## src/core/dmfs_defs.svh

```systemverilog
// constants for the drive mode and feedback selection block
// Summary of operation
// - mode bit 0: 0 open loop, 1 closed
// - loop selection frozen while operation enabled
// - bit 1 emulates velocity control by S-ramp
// - bit 2 enables automatic brake control
// - bit 3 reduces current in open loop
// - bit 4 aligns rotor, then closes immediately
// - without auto alignment, wait for index pulse
// - encoder without index always forces auto alignment
// - bit 5 in torque modes: torque controller only
// - bit 6 selects brushless DC motor type
// - bit 7 slow speed, only with closed loop
// - selection writes apply outside operation enabled, frozen while enabled
// - selection entry zero reads source count 03
// - mask bits position, velocity, commutation; reset 00
// - entry one is always the sensorless source
// - scan from sensor 2 upward, first wins
// - open loop ignores commutation bit, keeps others
// - read-only map 3380, 3390, 33a0, count 03
// - map entry n names source n configuration
`ifndef DMFS_DEFS_SVH
`define DMFS_DEFS_SVH

// ------------------------------------------------------------------
// object addresses
// ------------------------------------------------------------------
`define DMFS_IDX_MODE 16'h3202
`define DMFS_IDX_SELECT 16'h3203
`define DMFS_IDX_MAP 16'h3204
`define DMFS_SUB_COUNT 8'h00

// ------------------------------------------------------------------
// field positions and reset values
// ------------------------------------------------------------------
`define DMFS_BIT_LOOP 0
`define DMFS_BIT_RAMP 1
`define DMFS_BIT_BRAKE 2
`define DMFS_BIT_CURRENT_REDUCE_ENABLE 3
`define DMFS_BIT_ALIGN 4
`define DMFS_BIT_TORQUE 5
`define DMFS_BIT_BLDC 6
`define DMFS_BIT_SLOW 7
`define DMFS_ROLE_POS 0
`define DMFS_ROLE_VEL 1
`define DMFS_ROLE_COM 2
`define DMFS_MODE_RESET 32'h0000_0000
`define DMFS_MASK_RESET 8'h00
`define DMFS_NUM_SRC 3
`define DMFS_SRC_COUNT 8'h03
`define DMFS_MAP_SRC1 16'h3380
`define DMFS_MAP_SRC2 16'h3390
`define DMFS_MAP_SRC3 16'h33a0
`define DMFS_SCAN_FIRST 2

`endif

```

## src/core/dmfs_pkg.sv

```systemverilog
// types shared by the drive mode and feedback selection block
`include "dmfs_defs.svh"
package dmfs_pkg;
  // source number 1..3, zero means no source
  typedef logic [1:0] dmfs_src_t;
  typedef logic [`DMFS_NUM_SRC-1:0][7:0] dmfs_masks_t;

  // commutation progress, gray along both paths to closed
  typedef enum logic [1:0] {
    DMFS_CM_OPEN = 2'b00,
    DMFS_CM_ALIGN = 2'b01,
    DMFS_CM_CLOSED = 2'b11,
    DMFS_CM_WAIT_INDEX = 2'b10
  } dmfs_comm_e;

  typedef struct packed {
    logic [2:0] stage;
    logic level;
  } dmfs_sync_s;

  typedef struct packed {
    logic [31:0] mode_word;
    logic loop_applied;
    dmfs_masks_t mask_shadow;
    dmfs_masks_t mask_active;
    logic op_q;
    logic index_q;
    dmfs_comm_e comm;
    dmfs_src_t pos_src;
    dmfs_src_t vel_src;
    dmfs_src_t com_src;
    logic ramp_emul;
    logic brake_auto;
    logic cur_reduce;
    logic torque_only;
    logic vel_overlay;
    logic bldc;
    logic slow;
    logic [31:0] rdata;
    logic ack;
    logic err;
  } dmfs_state_s;
endpackage

```

## src/core/dmfs_mode_select.sv

```systemverilog
// drive mode word, feedback role selection and source map objects
`timescale 1ns/100ps
`default_nettype none
`include "dmfs_defs.svh"
module dmfs_mode_select (
  input wire logic clock_in,
  input wire logic rst_n_in,
  // object access port
  input wire logic [15:0] obj_index_in,
  input wire logic [7:0] obj_subindex_in,
  input wire logic obj_wr_in,
  input wire logic obj_rd_in,
  input wire logic [31:0] obj_wdata_in,
  output logic [31:0] obj_rdata_out,
  output logic obj_ack_out,
  output logic obj_err_out,
  // drive context, same clock
  input wire logic op_enabled_in,
  input wire logic torque_mode_in,
  input wire logic enc_has_index_in,
  input wire logic align_done_in,
  // encoder index pin, asynchronous
  input wire logic enc_index_in,
  // controller configuration
  output logic loop_closed_out,
  output logic commutation_closed_out,
  output logic align_active_out,
  output logic speed_ramp_emulation_out,
  output logic brake_auto_out,
  output logic current_reduce_enable_out,
  output logic torque_only_out,
  output logic velocity_overlay_out,
  output logic motor_bldc_out,
  output logic slow_speed_out,
  output dmfs_pkg::dmfs_src_t pos_src_out,
  output dmfs_pkg::dmfs_src_t vel_src_out,
  output dmfs_pkg::dmfs_src_t com_src_out
);
  import dmfs_pkg::*;

  // ------------------------------------------------------------------
  // state and helper nets
  // ------------------------------------------------------------------
  dmfs_state_s state;
  dmfs_state_s next_state;
  logic index_level;
  logic index_seen;
  logic op_entry;
  logic auto_align;
  logic [7:0] sub_sel;
  dmfs_src_t scan_pos;
  dmfs_src_t scan_vel;
  dmfs_src_t scan_com;

  // index pin crosses in from the encoder
  dmfs_pin_sync u_index_sync (
    .clock_in(clock_in),
    .rst_n_in(rst_n_in),
    .pin_in(enc_index_in),
    .level_out(index_level)
  );

  // ------------------------------------------------------------------
  // role searches over the masks in force
  // ------------------------------------------------------------------
  dmfs_role_scan #(
    .ROLE_BIT(`DMFS_ROLE_POS)
  ) u_scan_pos (
    .masks_in(state.mask_active),
    .src_out(scan_pos)
  );

  dmfs_role_scan #(
    .ROLE_BIT(`DMFS_ROLE_VEL)
  ) u_scan_vel (
    .masks_in(state.mask_active),
    .src_out(scan_vel)
  );

  dmfs_role_scan #(
    .ROLE_BIT(`DMFS_ROLE_COM)
  ) u_scan_com (
    .masks_in(state.mask_active),
    .src_out(scan_com)
  );

  // ------------------------------------------------------------------
  // events derived from registered context
  // ------------------------------------------------------------------
  // rising edge of the synchronised index level
  assign index_seen = index_level & ~state.index_q;
  // drive has just moved into operation enabled
  assign op_entry = op_enabled_in & ~state.op_q;
  // an encoder without index cannot be waited for
  assign auto_align = state.mode_word[`DMFS_BIT_ALIGN] |
                      ~enc_has_index_in;
  // subindex passed through unchanged for table lookups
  assign sub_sel = obj_subindex_in;

  // ------------------------------------------------------------------
  // next-state logic
  // ------------------------------------------------------------------
  always_comb begin
    next_state = state;
    next_state.ack = 1'b0;
    next_state.err = 1'b0;
    next_state.op_q = op_enabled_in;
    next_state.index_q = index_level;

    // object writes; a write and a read together count as a write
    if (obj_wr_in) begin
      next_state.ack = 1'b1;
      next_state.rdata = '0;
      if (obj_index_in == `DMFS_IDX_MODE &&
          obj_subindex_in == `DMFS_SUB_COUNT) begin
        next_state.mode_word = obj_wdata_in;
      end else if (obj_index_in == `DMFS_IDX_SELECT &&
                   sub_sel != `DMFS_SUB_COUNT &&
                   sub_sel <= `DMFS_SRC_COUNT) begin
        // shadow only; entry 1 stays the sensorless source
        next_state.mask_shadow[sub_sel[1:0]-2'h1] =
          obj_wdata_in[7:0];
      end else begin
        // count entries, the map and unknown objects refuse writes
        next_state.err = 1'b1;
      end
    end else if (obj_rd_in) begin
      next_state.ack = 1'b1;
      next_state.rdata = '0;
      unique case (obj_index_in)
        `DMFS_IDX_MODE: begin
          if (obj_subindex_in == `DMFS_SUB_COUNT) begin
            next_state.rdata = state.mode_word;
          end else begin
            next_state.err = 1'b1;
          end
        end
        `DMFS_IDX_SELECT: begin
          if (sub_sel == `DMFS_SUB_COUNT) begin
            next_state.rdata[7:0] = `DMFS_SRC_COUNT;
          end else if (sub_sel <= `DMFS_SRC_COUNT) begin
            next_state.rdata[7:0] =
              state.mask_shadow[sub_sel[1:0]-2'h1];
          end else begin
            next_state.err = 1'b1;
          end
        end
        `DMFS_IDX_MAP: begin
          // entry n names the configuration object of source n
          unique case (sub_sel)
            8'h00: next_state.rdata[7:0] = `DMFS_SRC_COUNT;
            8'h01: next_state.rdata[15:0] = `DMFS_MAP_SRC1;
            8'h02: next_state.rdata[15:0] = `DMFS_MAP_SRC2;
            8'h03: next_state.rdata[15:0] = `DMFS_MAP_SRC3;
            default: next_state.err = 1'b1;
          endcase
        end
        default: begin
          next_state.err = 1'b1;
        end
      endcase
    end

    // loop choice is latched only outside operation enabled
    if (!op_enabled_in) begin
      next_state.loop_applied =
        state.mode_word[`DMFS_BIT_LOOP];
    end

    // masks track the shadow until operation is enabled, then
    // freeze; a later entry picks up whatever was buffered
    if (!op_enabled_in || op_entry) begin
      next_state.mask_active = state.mask_shadow;
    end

    // commutation progress towards closed loop
    unique case (state.comm)
      DMFS_CM_OPEN: begin
        if (state.loop_applied) begin
          if (auto_align) begin
            next_state.comm = DMFS_CM_ALIGN;
          end else begin
            next_state.comm = DMFS_CM_WAIT_INDEX;
          end
        end
      end
      DMFS_CM_ALIGN: begin
        // no index needed once the open-loop alignment is done
        if (align_done_in) begin
          next_state.comm = DMFS_CM_CLOSED;
        end
      end
      DMFS_CM_WAIT_INDEX: begin
        // stays open loop for up to one shaft revolution
        if (index_seen) begin
          next_state.comm = DMFS_CM_CLOSED;
        end
      end
      DMFS_CM_CLOSED: begin
        next_state.comm = DMFS_CM_CLOSED;
      end
    endcase
    if (!state.loop_applied) begin
      next_state.comm = DMFS_CM_OPEN;
    end

    // role assignment; commutation only counts in closed loop
    next_state.pos_src = scan_pos;
    next_state.vel_src = scan_vel;
    next_state.com_src = state.loop_applied ? scan_com : '0;

    // mode flags steering the controllers
    next_state.ramp_emul =
      state.mode_word[`DMFS_BIT_RAMP];
    next_state.brake_auto =
      state.mode_word[`DMFS_BIT_BRAKE];
    next_state.cur_reduce = state.mode_word[`DMFS_BIT_CURRENT_REDUCE_ENABLE] &
                            (state.comm != DMFS_CM_CLOSED);
    next_state.torque_only = torque_mode_in &
                             state.mode_word[`DMFS_BIT_TORQUE];
    next_state.vel_overlay = torque_mode_in &
                             ~state.mode_word[`DMFS_BIT_TORQUE];
    next_state.bldc = state.mode_word[`DMFS_BIT_BLDC];
    // held off until commutation really runs closed loop
    next_state.slow = state.mode_word[`DMFS_BIT_SLOW] &
                      (state.comm == DMFS_CM_CLOSED);
  end

  // ------------------------------------------------------------------
  // state register, synchronous reset to documented presets
  // ------------------------------------------------------------------
  always_ff @(posedge clock_in) begin
    if (!rst_n_in) begin
      state <= '0;
      state.mode_word <= `DMFS_MODE_RESET;
      state.mask_shadow <= {`DMFS_NUM_SRC{`DMFS_MASK_RESET}};
      state.mask_active <= {`DMFS_NUM_SRC{`DMFS_MASK_RESET}};
      state.comm <= DMFS_CM_OPEN;
    end else begin
      state <= next_state;
    end
  end

  // ------------------------------------------------------------------
  // outputs, all straight from the state register
  // ------------------------------------------------------------------
  assign obj_rdata_out = state.rdata;
  assign obj_ack_out = state.ack;
  assign obj_err_out = state.err;
  assign loop_closed_out = state.loop_applied;
  assign commutation_closed_out = (state.comm == DMFS_CM_CLOSED);
  assign align_active_out = (state.comm == DMFS_CM_ALIGN);
  assign speed_ramp_emulation_out = state.ramp_emul;
  assign brake_auto_out = state.brake_auto;
  assign current_reduce_enable_out = state.cur_reduce;
  assign torque_only_out = state.torque_only;
  assign velocity_overlay_out = state.vel_overlay;
  assign motor_bldc_out = state.bldc;
  assign slow_speed_out = state.slow;
  assign pos_src_out = state.pos_src;
  assign vel_src_out = state.vel_src;
  assign com_src_out = state.com_src;
endmodule
`default_nettype wire

```

## src/core/dmfs_pin_sync.sv

```systemverilog
// three-stage synchroniser with agreement filter for a pin input
`timescale 1ns/100ps
`default_nettype none
module dmfs_pin_sync (
  input wire logic clock_in,
  input wire logic rst_n_in,
  input wire logic pin_in,
  output logic level_out
);
  import dmfs_pkg::*;

  dmfs_sync_s state;
  dmfs_sync_s next_state;

  // ------------------------------------------------------------------
  // stage chain; level moves only when stages two and three agree
  // ------------------------------------------------------------------
  always_comb begin
    next_state = state;
    next_state.stage = {state.stage[1:0], pin_in};
    if (state.stage[1] == state.stage[2]) begin
      next_state.level = state.stage[2];
    end
  end

  // synchronous reset, constants only
  always_ff @(posedge clock_in) begin
    if (!rst_n_in) begin
      state <= '0;
    end else begin
      state <= next_state;
    end
  end

  assign level_out = state.level;
endmodule
`default_nettype wire

```

## src/core/dmfs_role_scan.sv

```systemverilog
// priority search of feedback role masks for one controller role
`timescale 1ns/100ps
`default_nettype none
`include "dmfs_defs.svh"
module dmfs_role_scan #(
  parameter int ROLE_BIT = 0
) (
  input wire dmfs_pkg::dmfs_masks_t masks_in,
  output dmfs_pkg::dmfs_src_t src_out
);
  import dmfs_pkg::*;

  // ------------------------------------------------------------------
  // walk downward so the lowest matching sensor is the one kept;
  // sensor 1 (sensorless) never takes part in the search
  // ------------------------------------------------------------------
  always_comb begin
    src_out = '0;
    for (int i = `DMFS_NUM_SRC; i >= `DMFS_SCAN_FIRST; i--) begin
      if (masks_in[i-1][ROLE_BIT]) begin
        src_out = dmfs_src_t'(i);
      end
    end
  end
endmodule
`default_nettype wire

```

## config.mk

```make
export PLATFORM = sky130hd
export DESIGN_NAME = dmfs_mode_select
export DESIGN_NICKNAME = d
export VERILOG_FILES = /design/src/core/dmfs_pkg.sv /design/src/core/dmfs_mode_select.sv /design/src/core/dmfs_pin_sync.sv /design/src/core/dmfs_role_scan.sv
export VERILOG_INCLUDE_DIRS = /design/src /design/src/core
export SDC_FILE = /design/constraint.sdc
export NUM_CORES = 1
export LEC_CHECK = 0
export BUFFER_PORTS_ARGS = -buffer_cell sky130_fd_sc_hd__buf_2
export CAP_MARGIN = 20
export CORE_AREA = 10 10 124 126
export CTS_CLUSTER_SIZE = 24
export DETAILED_ROUTE_END_ITERATION = 10
export DIE_AREA = 0 0 134 136
export PLACE_DENSITY = 0.7
export SETUP_SLACK_MARGIN = 0.4
export SLEW_MARGIN = 30
export SYNTH_ARGS = -nofsm -noshare
export SYNTH_HDL_FRONTEND = slang
export SYNTH_SLANG_ARGS = --single-unit
export TNS_END_PERCENT = 50
```

## constraint.sdc

```tcl
create_clock -name clock_in -period 4.21 [get_ports clock_in]
set_input_delay 0.2105 -clock clock_in [delete_from_list [all_inputs] [get_ports clock_in]]
set_output_delay 0.2105 -clock clock_in [all_outputs]
set_load 0.02 [all_outputs]
```

Word-level counts from Yosys, hierarchy flattened --
Index checks and enable logic that the tools add are counted.
Cells by class: add/sub/neg operators 1, muxes and demuxes 32, bitwise logic cells 14, equality and inequality tests 13, $lt $le $gt $ge 3, reduce and logical (&&, ||, !) cells 19
Operators by type and width (count):
- $eq 16x14->1 const B | 3
- $mux 32 | 1
- $mux 8 | 4
- $pmux 8 s4 | 1
- $bwmux 24 | 1
- $pmux 8 s3 | 1
- $mux 2 | 11
- $bmux 8 s2 | 1
- $demux 8 s2 | 1
- $eq 8x2->1 const B | 2
- $mux 16 | 1
- $pmux 8 s2 | 1
- $eq 8x1->1 const B | 1
- $le 8x2->1 const B | 1
- $logic_not 8->1 | 1
- $pmux 2 s4 | 1
- $reduce_bool 8->1 | 1
- $not 1->1 | 7
- $and 1x1->1 | 6
- $mux 1 | 6
- $mux 6 | 1
- $ne 2x2->1 const B | 3
- $reduce_and 2->1 | 3
- $reduce_or 2->1 | 3
- 15 further kinds | 20
Storage, ports and cells: input port bits 65, output and inout bits 50, word-level logic and storage cells 110, register bits after elaboration 118

Depth between registers and ports, before layout --
Gate-level depths: netlist of run 1.
word-level depth 6, gate-level depth with buffers 9, depth with buffers taken out 7

By module --
Synthesis of run 1 repeated with hierarchy kept, for this count alone.
Unflattened totals: cell total of the unflattened synthesis 650, area total of the unflattened synthesis 5705.5 um2
By module, submodules not included:
- dmfs_mode_select | instances 1, sequential area each 2642.5 um2, cells an instance 634, area an instance 5551.6 um2
- dmfs_pin_sync | instances 1, sequential area each 80.1 um2, cells an instance 10, area an instance 116.4 um2
- dmfs_role_scan | instances 3, sequential area each 0.0 um2, cells an instance 2, area an instance 12.5 um2

Worst setup path before layout of run 1 --
OpenSTA, ideal clock, no wires.
path type input-to-reg, from input port obj_subindex_in[0], to register state, in the netlist obj_rdata_out[7], stages 7, arrival 1714 ps, path buffers 1, required time 4093 ps, slack 2379 ps, library setup time 117 ps, path through inv_1 ha_1 clkbuf_1 mux2i_1 o21ai_0 a221o_1 a22o_1
On the way: longest elaborated chain between the ends 6, elaborated cells on any way between the ends 13, those cells by class add/sub: 1; order compare: 1; eq/ne: 3; mux: 7; reduce/logical: 1
Ends and longest elaborated chain:
- start: declaration | line dmfs_mode_select.sv:10 | input wire logic [7:0] obj_subindex_in,
- $sub 2x1->2 | line dmfs_mode_select.sv:143 | state.mask_shadow[sub_sel[1:0]-2'h1];
- $bmux 8 s2 | line dmfs_mode_select.sv:143
- $mux 8 (implied by the code) | line dmfs_mode_select.sv:143
- $mux 8 | line dmfs_mode_select.sv:141 | end else if (sub_sel <= `DMFS_SRC_COUNT) begin
- $mux 8 | line dmfs_mode_select.sv:139 | if (sub_sel == `DMFS_SUB_COUNT) begin
- $pmux 8 s3 * | line dmfs_mode_select.sv:130 | unique case (obj_index_in)
- end signal: assignment | line dmfs_mode_select.sv:240 | state <= next_state;
- end: declaration | line dmfs_mode_select.sv:44 | dmfs_state_s state;
Every way passes the cells marked *; elsewhere a longest branch is shown, timed or not. The select of a mux whose other input is x is not followed. A chain may end at the register's enable or synchronous reset.

Final worst setup path of run 1 --
from input port obj_subindex_in[0], to register state[121] (netlist name)
On the way: longest elaborated chain between the ends 3
Ends and longest elaborated chain:
- $logic_not 8->1
- $logic_and 1x1->1 (no line)
- $reduce_and 2->1 (no line)
No other way between the ends.

==> results of run 1 <==
## metal layers
layer | share of wire | global-route usage | vias up
met2 | 0.48 | 0.231 | 119
met5 | 0 | 0 | -
met3 | 0.065 | 0.0524 | 27
li1 | - | - | 1899
met4 | 0.023 | 0.0629 | 0
met1 | 0.43 | 0.159 | 1790
## power by group
group	internal, µW	switching [µW]	total (µW)	leakage, µW
Clock	932	529	1460	0.000290
Combinational	48.4	68.5	117	0.00131
Sequential	1120	2.04	1120	0.000952
## kinds of logic after synthesis
logic type,count (synthesis),synth area share
adders and majority gates,4,0.00980
and+or+nand+nor,193,0.224
buffers and inverters,69,0.0821
AOI/OAI and AO/OA,71,0.0941
DFF,118,0.463
muxes,65,0.128
## per-stage QoR
stage | utilization | cells | instance area, µm² | hold slack, ps
2_1_floorplan | - | 520 | 5110 | 324
3_3_place_gp | 0.426 | 747 | 5530 | 422
3_5_place_dp | 0.426 | 747 | 5530 | 425
4_1_cts | 0.474 | 781 | 6160 | 44.9
5_1_grt | 0.474 | 781 | 6160 | 58.1
6_report | 0.474 | 781 | 6160 | 54.1
## critical path, stage by stage
cell and delay (ps):
buf_2 150, inv_1 200, ha_1 410, nand3_1 230, nor4_4 720, buf_12 290
mux2i_1 230, nor2b_1 70
## cells in the final DEF (no fill, tap or decap), types with 3 or more instances in the layout
master / instances
a21boi_0: 7
a21oi_1: 25
nand2_1: 49
and3_1: 3
nand3_1: 28
nand2b_1: 22
dfxtp_1: 118
o21a_1: 3
nand3_4: 4
a21o_1: 4
nor3_1: 5
a22o_1: 10
nor2_1: 17
clkinv_4: 4
inv_1: 3
mux2i_1: 63
o2bb2ai_1: 3
nor4_4: 4
clkinvlp_4: 3
o21ai_0: 3
clkinv_2: 3
a221oi_1: 5
bufinv_16: 3
ha_1: 4
o22ai_1: 3
buf_2: 114
nor2b_1: 39
and2_1: 9
clkbuf_16: 17
## area by class of cell
cell class                      count  share of cell area
Clock buffer                       17              0.0691
Timing Repair Buffer              119               0.102
Tap cell                          176              0.0358
Multi-Input combinational cell    333               0.379
Sequential cell                   118               0.384
Inverter                            3             0.00183
Clock inverter                     15              0.0293
## timing repair
item,CTS,global route
hold buffers,2,0
endpoints found under the hold margin,2,0
setup buffers,0,0
## state kept, by name, summed over array words and instances, names as in the netlist, 2 cells and up
| signal | flops |
|---|---|
| pos_src_out | 2 |
| next_state | 3 |
| state | 63 |
| com_src_out | 2 |
| vel_src_out | 2 |
| u_index_sync.next_state | 2 |
| obj_rdata_out | 32 |
## how the worst max path moves through the flow
| stage | start | endpoint | slack [ps] | cells after the start |
|---|---|---|---|---|
| after floorplan | obj_subindex_in[0] | obj_rdata_out[7] | 2380 | 7 |
| after global placement | obj_subindex_in[0] | state[116] | 1720 | 8 |
| after detailed placement | obj_subindex_in[0] | state[110] | 1560 | 8 |
| after CTS | obj_subindex_in[0] | state[110] | 1990 | 8 |
| after global routing | obj_subindex_in[0] | state[124] | 1820 | 8 |
| final | obj_subindex_in[0] | state[121] | 1970 | 8 |
==> reports/results.ini, run 1 <==
[timing]
hold_violations=0
rsz0062_at_grt=false
maxSlewHeadroom=0.448
clock.fmax_mhz=446
slew_violations=0
setup-violations-final=0
finalCritPeriodShare=0.533
tns_ps=0
fin_skew_ps=4.43
tightest_slew_ps=825
fin_ws_ps=1970
period_minus_slack_ps=2240

[final_layout]
fill_cells=1253
ff_latch_area_um2=2360
drive_above_1_share=0.273
antennaDiodeCount=0
multi_input_area_um2=2330
area_delta_synth_final_pct=20.5
layout.nets=661

[detailed_routing]
via_count=3835
drc_errors=0
antenna_left=0
wl_um=12500
dr.pass1.iters=4
drtIter0Drc=240
wl_per_cell_um=16.1
vias_per_cell=4.91

[pwr]
power_leakage_uw=0.00255
fin_total_pwr_uw=2700
power_density_nw_per_um2=439
ir_drop_mv=0.252

[min_path]
min_path_type=input pin to flop
holdPathStages=3
hold_path_startpoint=align_done_in
hold_end=state[48]

[die]
dieArea_um2=18200
rows=42
start_util=0.393
die_y_um=136
die_w_um=134
core_area_um2=13000
ios=115

[cts]
clockRootBuffer=clkbuf_16
path_clk_slew_ps=50
h-tree-depth=4
tritoncts=built
numCtsBuffers=17
cts_buffer_depth=2
clock_sinks=118
cts_resized=0
clk_latency_ps=420

[grt]
grt_antenna_before_repair=0
grt_pass1_vias=4062
grt_overflow=0
grt_start_max_net_pins=80
grt_use_total=0.140
grt_pass1_wl_um=20400

[synth]
synth_edf_count=0
syn-mean-instance-area_um2=9.82
synth_area_um2=5110
synth-async-reset-ratio=0
synth.distinct_cells=44
yosysMostFrequentCell=dfxtp_1
ys_seq_area_frac=0.463
synth.top_cell.area_share=0.463
ys.flop_type=dfxtp_1
synth_commonest_cells=118 x dfxtp_1, 63 x mux2i_1, 49 x nand2_1, 41 x buf_4, 39 x nor2b_1
synth_fp_nets=589
synth_warnings=0
ys_ff_latch=118
synth_area_leader_cell=dfxtp_1
synth_cells=520
synth_area_leaders=dfxtp_1 46%, mux2i_1 12%, buf_4 6.0%

[worst_setup_path]
r2r_cells=5
crit_path_end_kind=flop
rr_startpoint=state[84]
cp_max_fo=25
critical_path_arrival_ps=2550
rrSetupSlack_ps=2720
path_class=input pin to flop
crit_path_start_kind=input pin
required_ps=4510
rr_endpoint=obj_rdata_out[1]

[place]
gp_congestion=0.814
post-place-ws_ps=1560
dp_hpwl_um=9270
port_buffers=114

[status]
outcome=complete, no violations

[flow_run]
cap_violations=0

(Power assumes the default switching activity.)
==> run 2, diff against run 1 <==
==> constraint.sdc (replaced) <==
create_clock -name clock_in -period 2.3 [get_ports clock_in]
set_input_delay 0.115 -clock clock_in [delete_from_list [all_inputs] [get_ports clock_in]]
set_output_delay 0.115 -clock clock_in [all_outputs]
set_load 0.02 [all_outputs]
==> run 2 against run 1 <==
Effect of this change:
- sequential power grew 84%
- highest routed layer unchanged
- count of clock-buffer cells in the layout up 4
- global-route usage rose by 0.53 points
- power increased by 81%
==> reports/results.ini, run 2 (synthesis results as in run 1) <==
[place]
gp_congestion=0.919  ; +13%
dp_hpwl_um=9380  ; +1.1%
port_buffers=114  ; unchanged

[cts]
cts_resized=0  ; unchanged
cts_buffer_depth=2  ; unchanged
clock_sinks=118  ; unchanged
clk_latency_ps=410  ; about the same
postCtsSetupRepairBufs=0  ; unchanged
cts_hold_buf=34  ; +32
numCtsBuffers=17  ; unchanged
h-tree-depth=4  ; unchanged
clockRootBuffer=clkbuf_16
tritoncts=built
path_clk_slew_ps=60  ; about the same

[grt]
use_met1=0.165  ; +0.00567
grt_start_max_net_pins=71  ; -11%
grt_pass1_wl_um=21200  ; +3.9%
met2_usage=0.243  ; +0.0113
grt_use_total=0.145  ; +0.00526
met3_usage=0.0520  ; -0.000369
grt_pass1_vias=4106  ; +1.1%
grt_overflow=0  ; unchanged
busiest_layer=met2
grt_antenna_before_repair=0  ; unchanged

[final_layout]
drive_above_1_share=0.259  ; -0.0142
layout_common_cells=118 x dfxtp_1, 114 x buf_2, 63 x mux2i_1, 49 x nand2_1, 39 x nor2b_1
layout.nets=699  ; +5.7%
layout_commonest_cell=dfxtp_1
largest-register=state
area_delta_synth_final_pct=27.5
antennaDiodeCount=0  ; unchanged
largest_register_ffs=63  ; unchanged

[detailed_routing]
drtIter0Drc=332  ; +38%
vias_per_cell=4.89  ; -0.44%
via_count=3999  ; +4.3%
wl_per_cell_um=16.1  ; +0.12%
dr.pass1.iters=4  ; unchanged
wl_um=13200  ; +4.9%
antenna_left=0  ; unchanged
drc_errors=0  ; unchanged

[worst_setup_path]
crit_path_start_kind=input pin
crit_path_end_kind=flop
path_class=input pin to flop
cp_max_fo=8  ; -68%
cpLargestDelayFamily=simple AND/OR/NAND/NOR gates
cp.buffers_inverters=3  ; unchanged
required_ps=2600  ; -1910 ps
slowest_stage=nor4_4
worstPathCellList=buf_2 > inv_1 > ha_1 > buf_4 > nor4_4 > nand3_4 > mux2i_1
critical_path_arrival_ps=1890  ; -660 ps
cpPeakStageDelay_ps=590  ; -130 ps

[timing]
setup-violations-final=0  ; unchanged
rsz0062_at_grt=false
tns_ps=0  ; unchanged
finalCritPeriodShare=0.691
period_minus_slack_ps=1590
hold_violations=0  ; unchanged
slew_violations=0  ; unchanged
maxSlewHeadroom=0.400  ; -0.0487
tightest_slew_ps=897  ; +72.8 ps
fin_skew_ps=6.28  ; +1.85 ps
clock.fmax_mhz=630

[pwr]
swShare=0.210  ; -0.0117
power_density_nw_per_um2=752  ; +71%
p_clk_frac=0.526  ; -0.015
comb_power_share=0.054  ; +0.011
ir_drop_mv=0.600  ; +140%
internal_power_uw=3870  ; +84%
power_leakage_uw=0.00271  ; +6.4%
power_switching_uw=1030  ; +72%
fin_total_pwr_uw=4900  ; +81%
seqPwrFrac=0.420  ; +0.004

[die]
rows=42  ; unchanged
die_y_um=136  ; unchanged
start_util=0.393  ; unchanged
dieArea_um2=18200  ; unchanged
die_w_um=134  ; unchanged
core_area_um2=13000  ; unchanged
ios=115  ; unchanged

[status]
outcome=complete, no violations

[min_path]
min_path_type=input pin to flop

[flow_run]
cap_violations=0  ; unchanged

-- run 2: cell count changes in the layout (fill, tap and decap cells not counted), sizes merged --
cell and change:
buf +6, clkbuf +4, clkinv -1, clkinvlp -2
dlygate4sd3 +32, inv -2
-- run 2: final cells by class --
class / count / area, µm²
clock inverters: 10 / 131
fillers: 1186 / 6470
repair buffers: 157 / 1020
inverters: 3 / 11.3
multi-input cells: 333 / 2330
well taps: 176 / 220
flip-flops and latches: 118 / 2360
clock buffers: 21 / 440
-- run 2: layer usage --
metal / share of wire / vias to the layer above
met1: 0.42 / 1876
met4: 0.023 / 0
met5: 0 / -
met3: 0.066 / 22
met2: 0.49 / 119
li1: - / 1982
-- run 2: power groups by stage --
stage               Combinational, µW  Clock [µW]  Sequential (µW)
floorplan                         111           0             2100
global placement                  210           0             2100
detailed placement                217           0             2100
CTS                               262        2630             2060
global route                      285        2730             2060
finish                            263        2580             2060
-- run 2: worst register-to-register path: cells and delay by family, from the launching register on --
family	cells	cell delay, ps
flops	1	330
simple gates	1	80
mux	1	280
compound gates	3	620
-- run 2: final timing paths --
check | startpoint | to | slack (ps) | cells past startpoint
worst max-delay path | obj_subindex_in[0] | state[87] | 710 | 7
worst max register to register | state[84] | obj_rdata_out[1] | 880 | 5
worst min-delay path | obj_wdata_in[7] | state[107] | 10 | 3
worst min register to register | u_index_sync.next_state[2] | u_index_sync.next_state[3] | 440 | 1
-- run 2: through the flow --
step	hold slack (ps)	worst slack, ps	utilization	cells	area [µm²]
floorplan	229	565	-	520	5110
global placement	325	397	0.431	753	5600
detailed placement	331	314	0.431	753	5600
CTS	4.78	751	0.502	818	6510
global route	27.3	606	0.502	818	6510
finish	12.7	712	0.502	818	6510
==> run 3, diff against run 2 <==
--- a/config.mk
+++ b/config.mk
@@ -6,13 +6,14 @@
 export SDC_FILE = /design/constraint.sdc
 export NUM_CORES = 1
 export LEC_CHECK = 0
+export ABC_AREA = 1
 export BUFFER_PORTS_ARGS = -buffer_cell sky130_fd_sc_hd__buf_2
 export CAP_MARGIN = 20
-export CORE_AREA = 10 10 124 126
+export CORE_AREA = 10 10 127 129
 export CTS_CLUSTER_SIZE = 24
 export DETAILED_ROUTE_END_ITERATION = 10
-export DIE_AREA = 0 0 134 136
-export PLACE_DENSITY = 0.7
+export DIE_AREA = 0 0 137 139
+export PLACE_DENSITY = 0.69
 export SETUP_SLACK_MARGIN = 0.4
 export SLEW_MARGIN = 30
 export SYNTH_ARGS = -nofsm -noshare
==> constraint.sdc (replaced) <==
create_clock -name clock_in -period 1.6 [get_ports clock_in]
set_input_delay 0.08 -clock clock_in [delete_from_list [all_inputs] [get_ports clock_in]]
set_output_delay 0.08 -clock clock_in [all_outputs]
set_load 0.02 [all_outputs]
==> run 3 against run 2 <==
Effect of this change:
- register-to-register slack worse by 430 ps
- sequential share of layout area decreased by 1.6 points
- cell area rose by 5.0%
- first-iteration DRC count down 33%
- critical path type is now flop to output pin
- critical endpoint is now align_active_out
- largest cell class unchanged
==> reports/results.ini, run 3 <==
[status]
outcome=complete, no violations

[pwr]
power_switching_uw=1490  ; +45%
p_clk_frac=0.496  ; -0.030
seqPwrFrac=0.436  ; +0.016
ir_drop_mv=0.684  ; +14%
internal_power_uw=5310  ; +37%
fin_total_pwr_uw=6800  ; +39%
power_density_nw_per_um2=994  ; +32%
swShare=0.219  ; +0.00872
comb_power_share=0.068  ; +0.014
power_leakage_uw=0.00309  ; +14%

[worst_setup_path]
endpoint=align_active_out
required_ps=1520  ; -1080 ps
rrSetupSlack_ps=450  ; -430 ps
r2r_cells=8  ; +3
rr_endpoint=obj_rdata_out[4]
rr_startpoint=state[79]
cp_max_fo=3  ; -5
path_class=flop to output pin
startpoint=state[47]
crit_path_start_kind=flop
critical_path_arrival_ps=1090  ; -800 ps
crit_path_end_kind=output pin

[die]
start_util=0.391  ; -0.00280
die_y_um=139  ; +2.2%
core_area_um2=13700  ; +5.3%
dieArea_um2=19000  ; +4.5%
rows=43  ; +2.4%
die_w_um=137  ; +2.2%
ios=115  ; unchanged

[timing]
tightest_slew_ps=360  ; -537 ps
finalCritPeriodShare=0.731
setup-violations-final=0  ; unchanged
fin_ws_ps=430  ; -282 ps
clock.fmax_mhz=855
hold_violations=0  ; unchanged
tns_ps=0  ; unchanged
slew_violations=0  ; unchanged
period_minus_slack_ps=1170
fin_skew_ps=3.72  ; -2.56 ps
rsz0062_at_grt=true
maxSlewHeadroom=0.760  ; +0.360

[synth]
yosysMostFrequentCell=nand2_1
synth_warnings=0  ; unchanged
synth_area_leaders=dfxtp_1 44%, nand2_1 9.8%, a21oi_1 8.2%
synth_cells=725  ; +39%
ys_seq_area_frac=0.442  ; -0.0201
synth_area_leader_cell=dfxtp_1
synth_area_um2=5340  ; +4.5%
ys_ff_latch=118  ; unchanged
ys.flop_type=dfxtp_1
synth.top_cell.area_share=0.442  ; -0.0201
synth_fp_nets=794  ; +35%
syn-mean-instance-area_um2=7.36  ; -25%
synth.distinct_cells=31  ; -30%
synth_edf_count=0  ; unchanged
synth_commonest_cells=140 x nand2_1, 118 x dfxtp_1, 87 x a21oi_1, 84 x inv_1, 73 x nor2_1
synth-async-reset-ratio=0  ; unchanged

[detailed_routing]
drtIter0Drc=222  ; -33%
antenna_left=0  ; unchanged
wl_um=14000  ; +6.2%
wl_per_cell_um=13.6  ; -16%
via_count=4877  ; +22%
vias_per_cell=4.74  ; -3.1%
dr.pass1.iters=5  ; +1
drc_errors=0  ; unchanged

[final_layout]
layout_common_cells=138 x nand2_1, 113 x dfxtp_1, 113 x buf_2, 84 x a21oi_1, 78 x inv_1
layout.nets=907  ; +30%
largest_register_ffs=63  ; unchanged
layout_commonest_cell=nand2_1
antennaDiodeCount=0  ; unchanged
multi_input_area_um2=2230  ; -4.2%
largest-register=state
ff_latch_area_um2=2370  ; +0.26%
utilization=0.501  ; -0.00119
drive_above_1_share=0.247  ; -0.0112
area_delta_synth_final_pct=28.1
fill_cells=1327  ; +12%

[grt]
grt_start_max_net_pins=65  ; -8.5%
grt_pass1_wl_um=22700  ; +6.7%
grt_use_total=0.147  ; +0.00140
grt_pass1_vias=4586  ; +12%
grt_overflow=0  ; unchanged
grt_antenna_before_repair=0  ; unchanged

[cts]
clk_latency_ps=400  ; about the same
cts_buffer_depth=2  ; unchanged
numCtsBuffers=17  ; unchanged
h-tree-depth=4  ; unchanged
clock_sinks=118  ; unchanged
path_clk_slew_ps=50  ; about the same
tritoncts=built
clockRootBuffer=clkbuf_16

[min_path]
min_path_type=input pin to flop

[place]
dp_hpwl_um=9990  ; +6.5%
port_buffers=114  ; unchanged
post-place-ws_ps=123  ; -191 ps
gp_congestion=0.865  ; -5.9%

[flow_run]
cap_violations=0  ; unchanged

run 3: cell types whose count changed after synthesis, sizes merged, moves of 24 or more:
cell / change
nor2: +61
mux2i: -63
nand2: +98
nand4: +24
nor2b: -39
o21ai: +44
a21oi: +62
inv: +88
run 3: per-stage QoR:
| step | instance area [µm²] | hold slack [ps] | cells |
|---|---|---|---|
| 3_5_place_dp | 5910 | 277 | 962 |
| 6_report | 6840 | 11.7 | 1029 |
| 5_1_grt | 6840 | 60.7 | 1029 |
| 2_1_floorplan | 5450 | 173 | 725 |
| 4_1_cts | 6820 | 15.1 | 1029 |
| 3_3_place_gp | 5910 | 262 | 962 |
run 3: power groups by stage:
stage | logic [µW] | registers [µW] | clock network, µW
6_report | 463 | 2970 | 3370
2_1_floorplan | 218 | 3030 | 0
3_3_place_gp | 384 | 3020 | 0
3_5_place_dp | 387 | 3020 | 0
4_1_cts | 459 | 2960 | 3420
5_1_grt | 509 | 2960 | 3570
run 3: critical path, stage by stage (launching register included):
cell	delay (ps)
dfxtp_1	360
inv_1	80
nor2_1	80
buf_2	170
run 3: worst min path at each step:
stage | startpoint | endpoint | slack, ps | cells past startpoint
finish | align_done_in | state[48] | 10 | 3
global route | align_done_in | state[48] | 60 | 3
CTS | align_done_in | state[48] | 20 | 3
detailed placement | enc_index_in | u_index_sync.next_state[2] | 280 | 3
global placement | enc_index_in | u_index_sync.next_state[2] | 260 | 3
floorplan | op_enabled_in | state[50] | 170 | 2
run 3: cells by family (layout without fill, tap and decap cells):
family | after synthesis | count (layout) | share of synthesized area
adders and majority gates | 4 | 4 | 0.00937
and+or+nand+nor | 293 | 293 | 0.256
AOI/OAI and AO/OA | 144 | 144 | 0.140
buffers and inverters | 166 | 290 | 0.152
DFF | 118 | 118 | 0.442
run 3: cell type report:
cell class / instances / area share
Clock buffer: 26 / 0.0744
Clock inverter: 4 / 0.00293
Inverter: 92 / 0.0549
Multi-Input combinational cell: 441 / 0.327
Sequential cell: 118 / 0.346
Tap cell: 180 / 0.0329
Timing Repair Buffer: 168 / 0.162
run 3: layer usage:
layer  global-route usage  routed length (µm)  share of wire
met1                0.175                5930           0.42
met2                0.245                6900           0.49
met3               0.0467                 983          0.070
met4               0.0427                 163          0.012
met5                    0                   0              0
run 3: what timing repair did:
item,CTS,global route
endpoints found under the setup margin,1,9
pin swaps,0,9
gates resized for setup,3,12
hold buffers,37,0
hold endpoints to repair,56,0
setup buffers,0,0
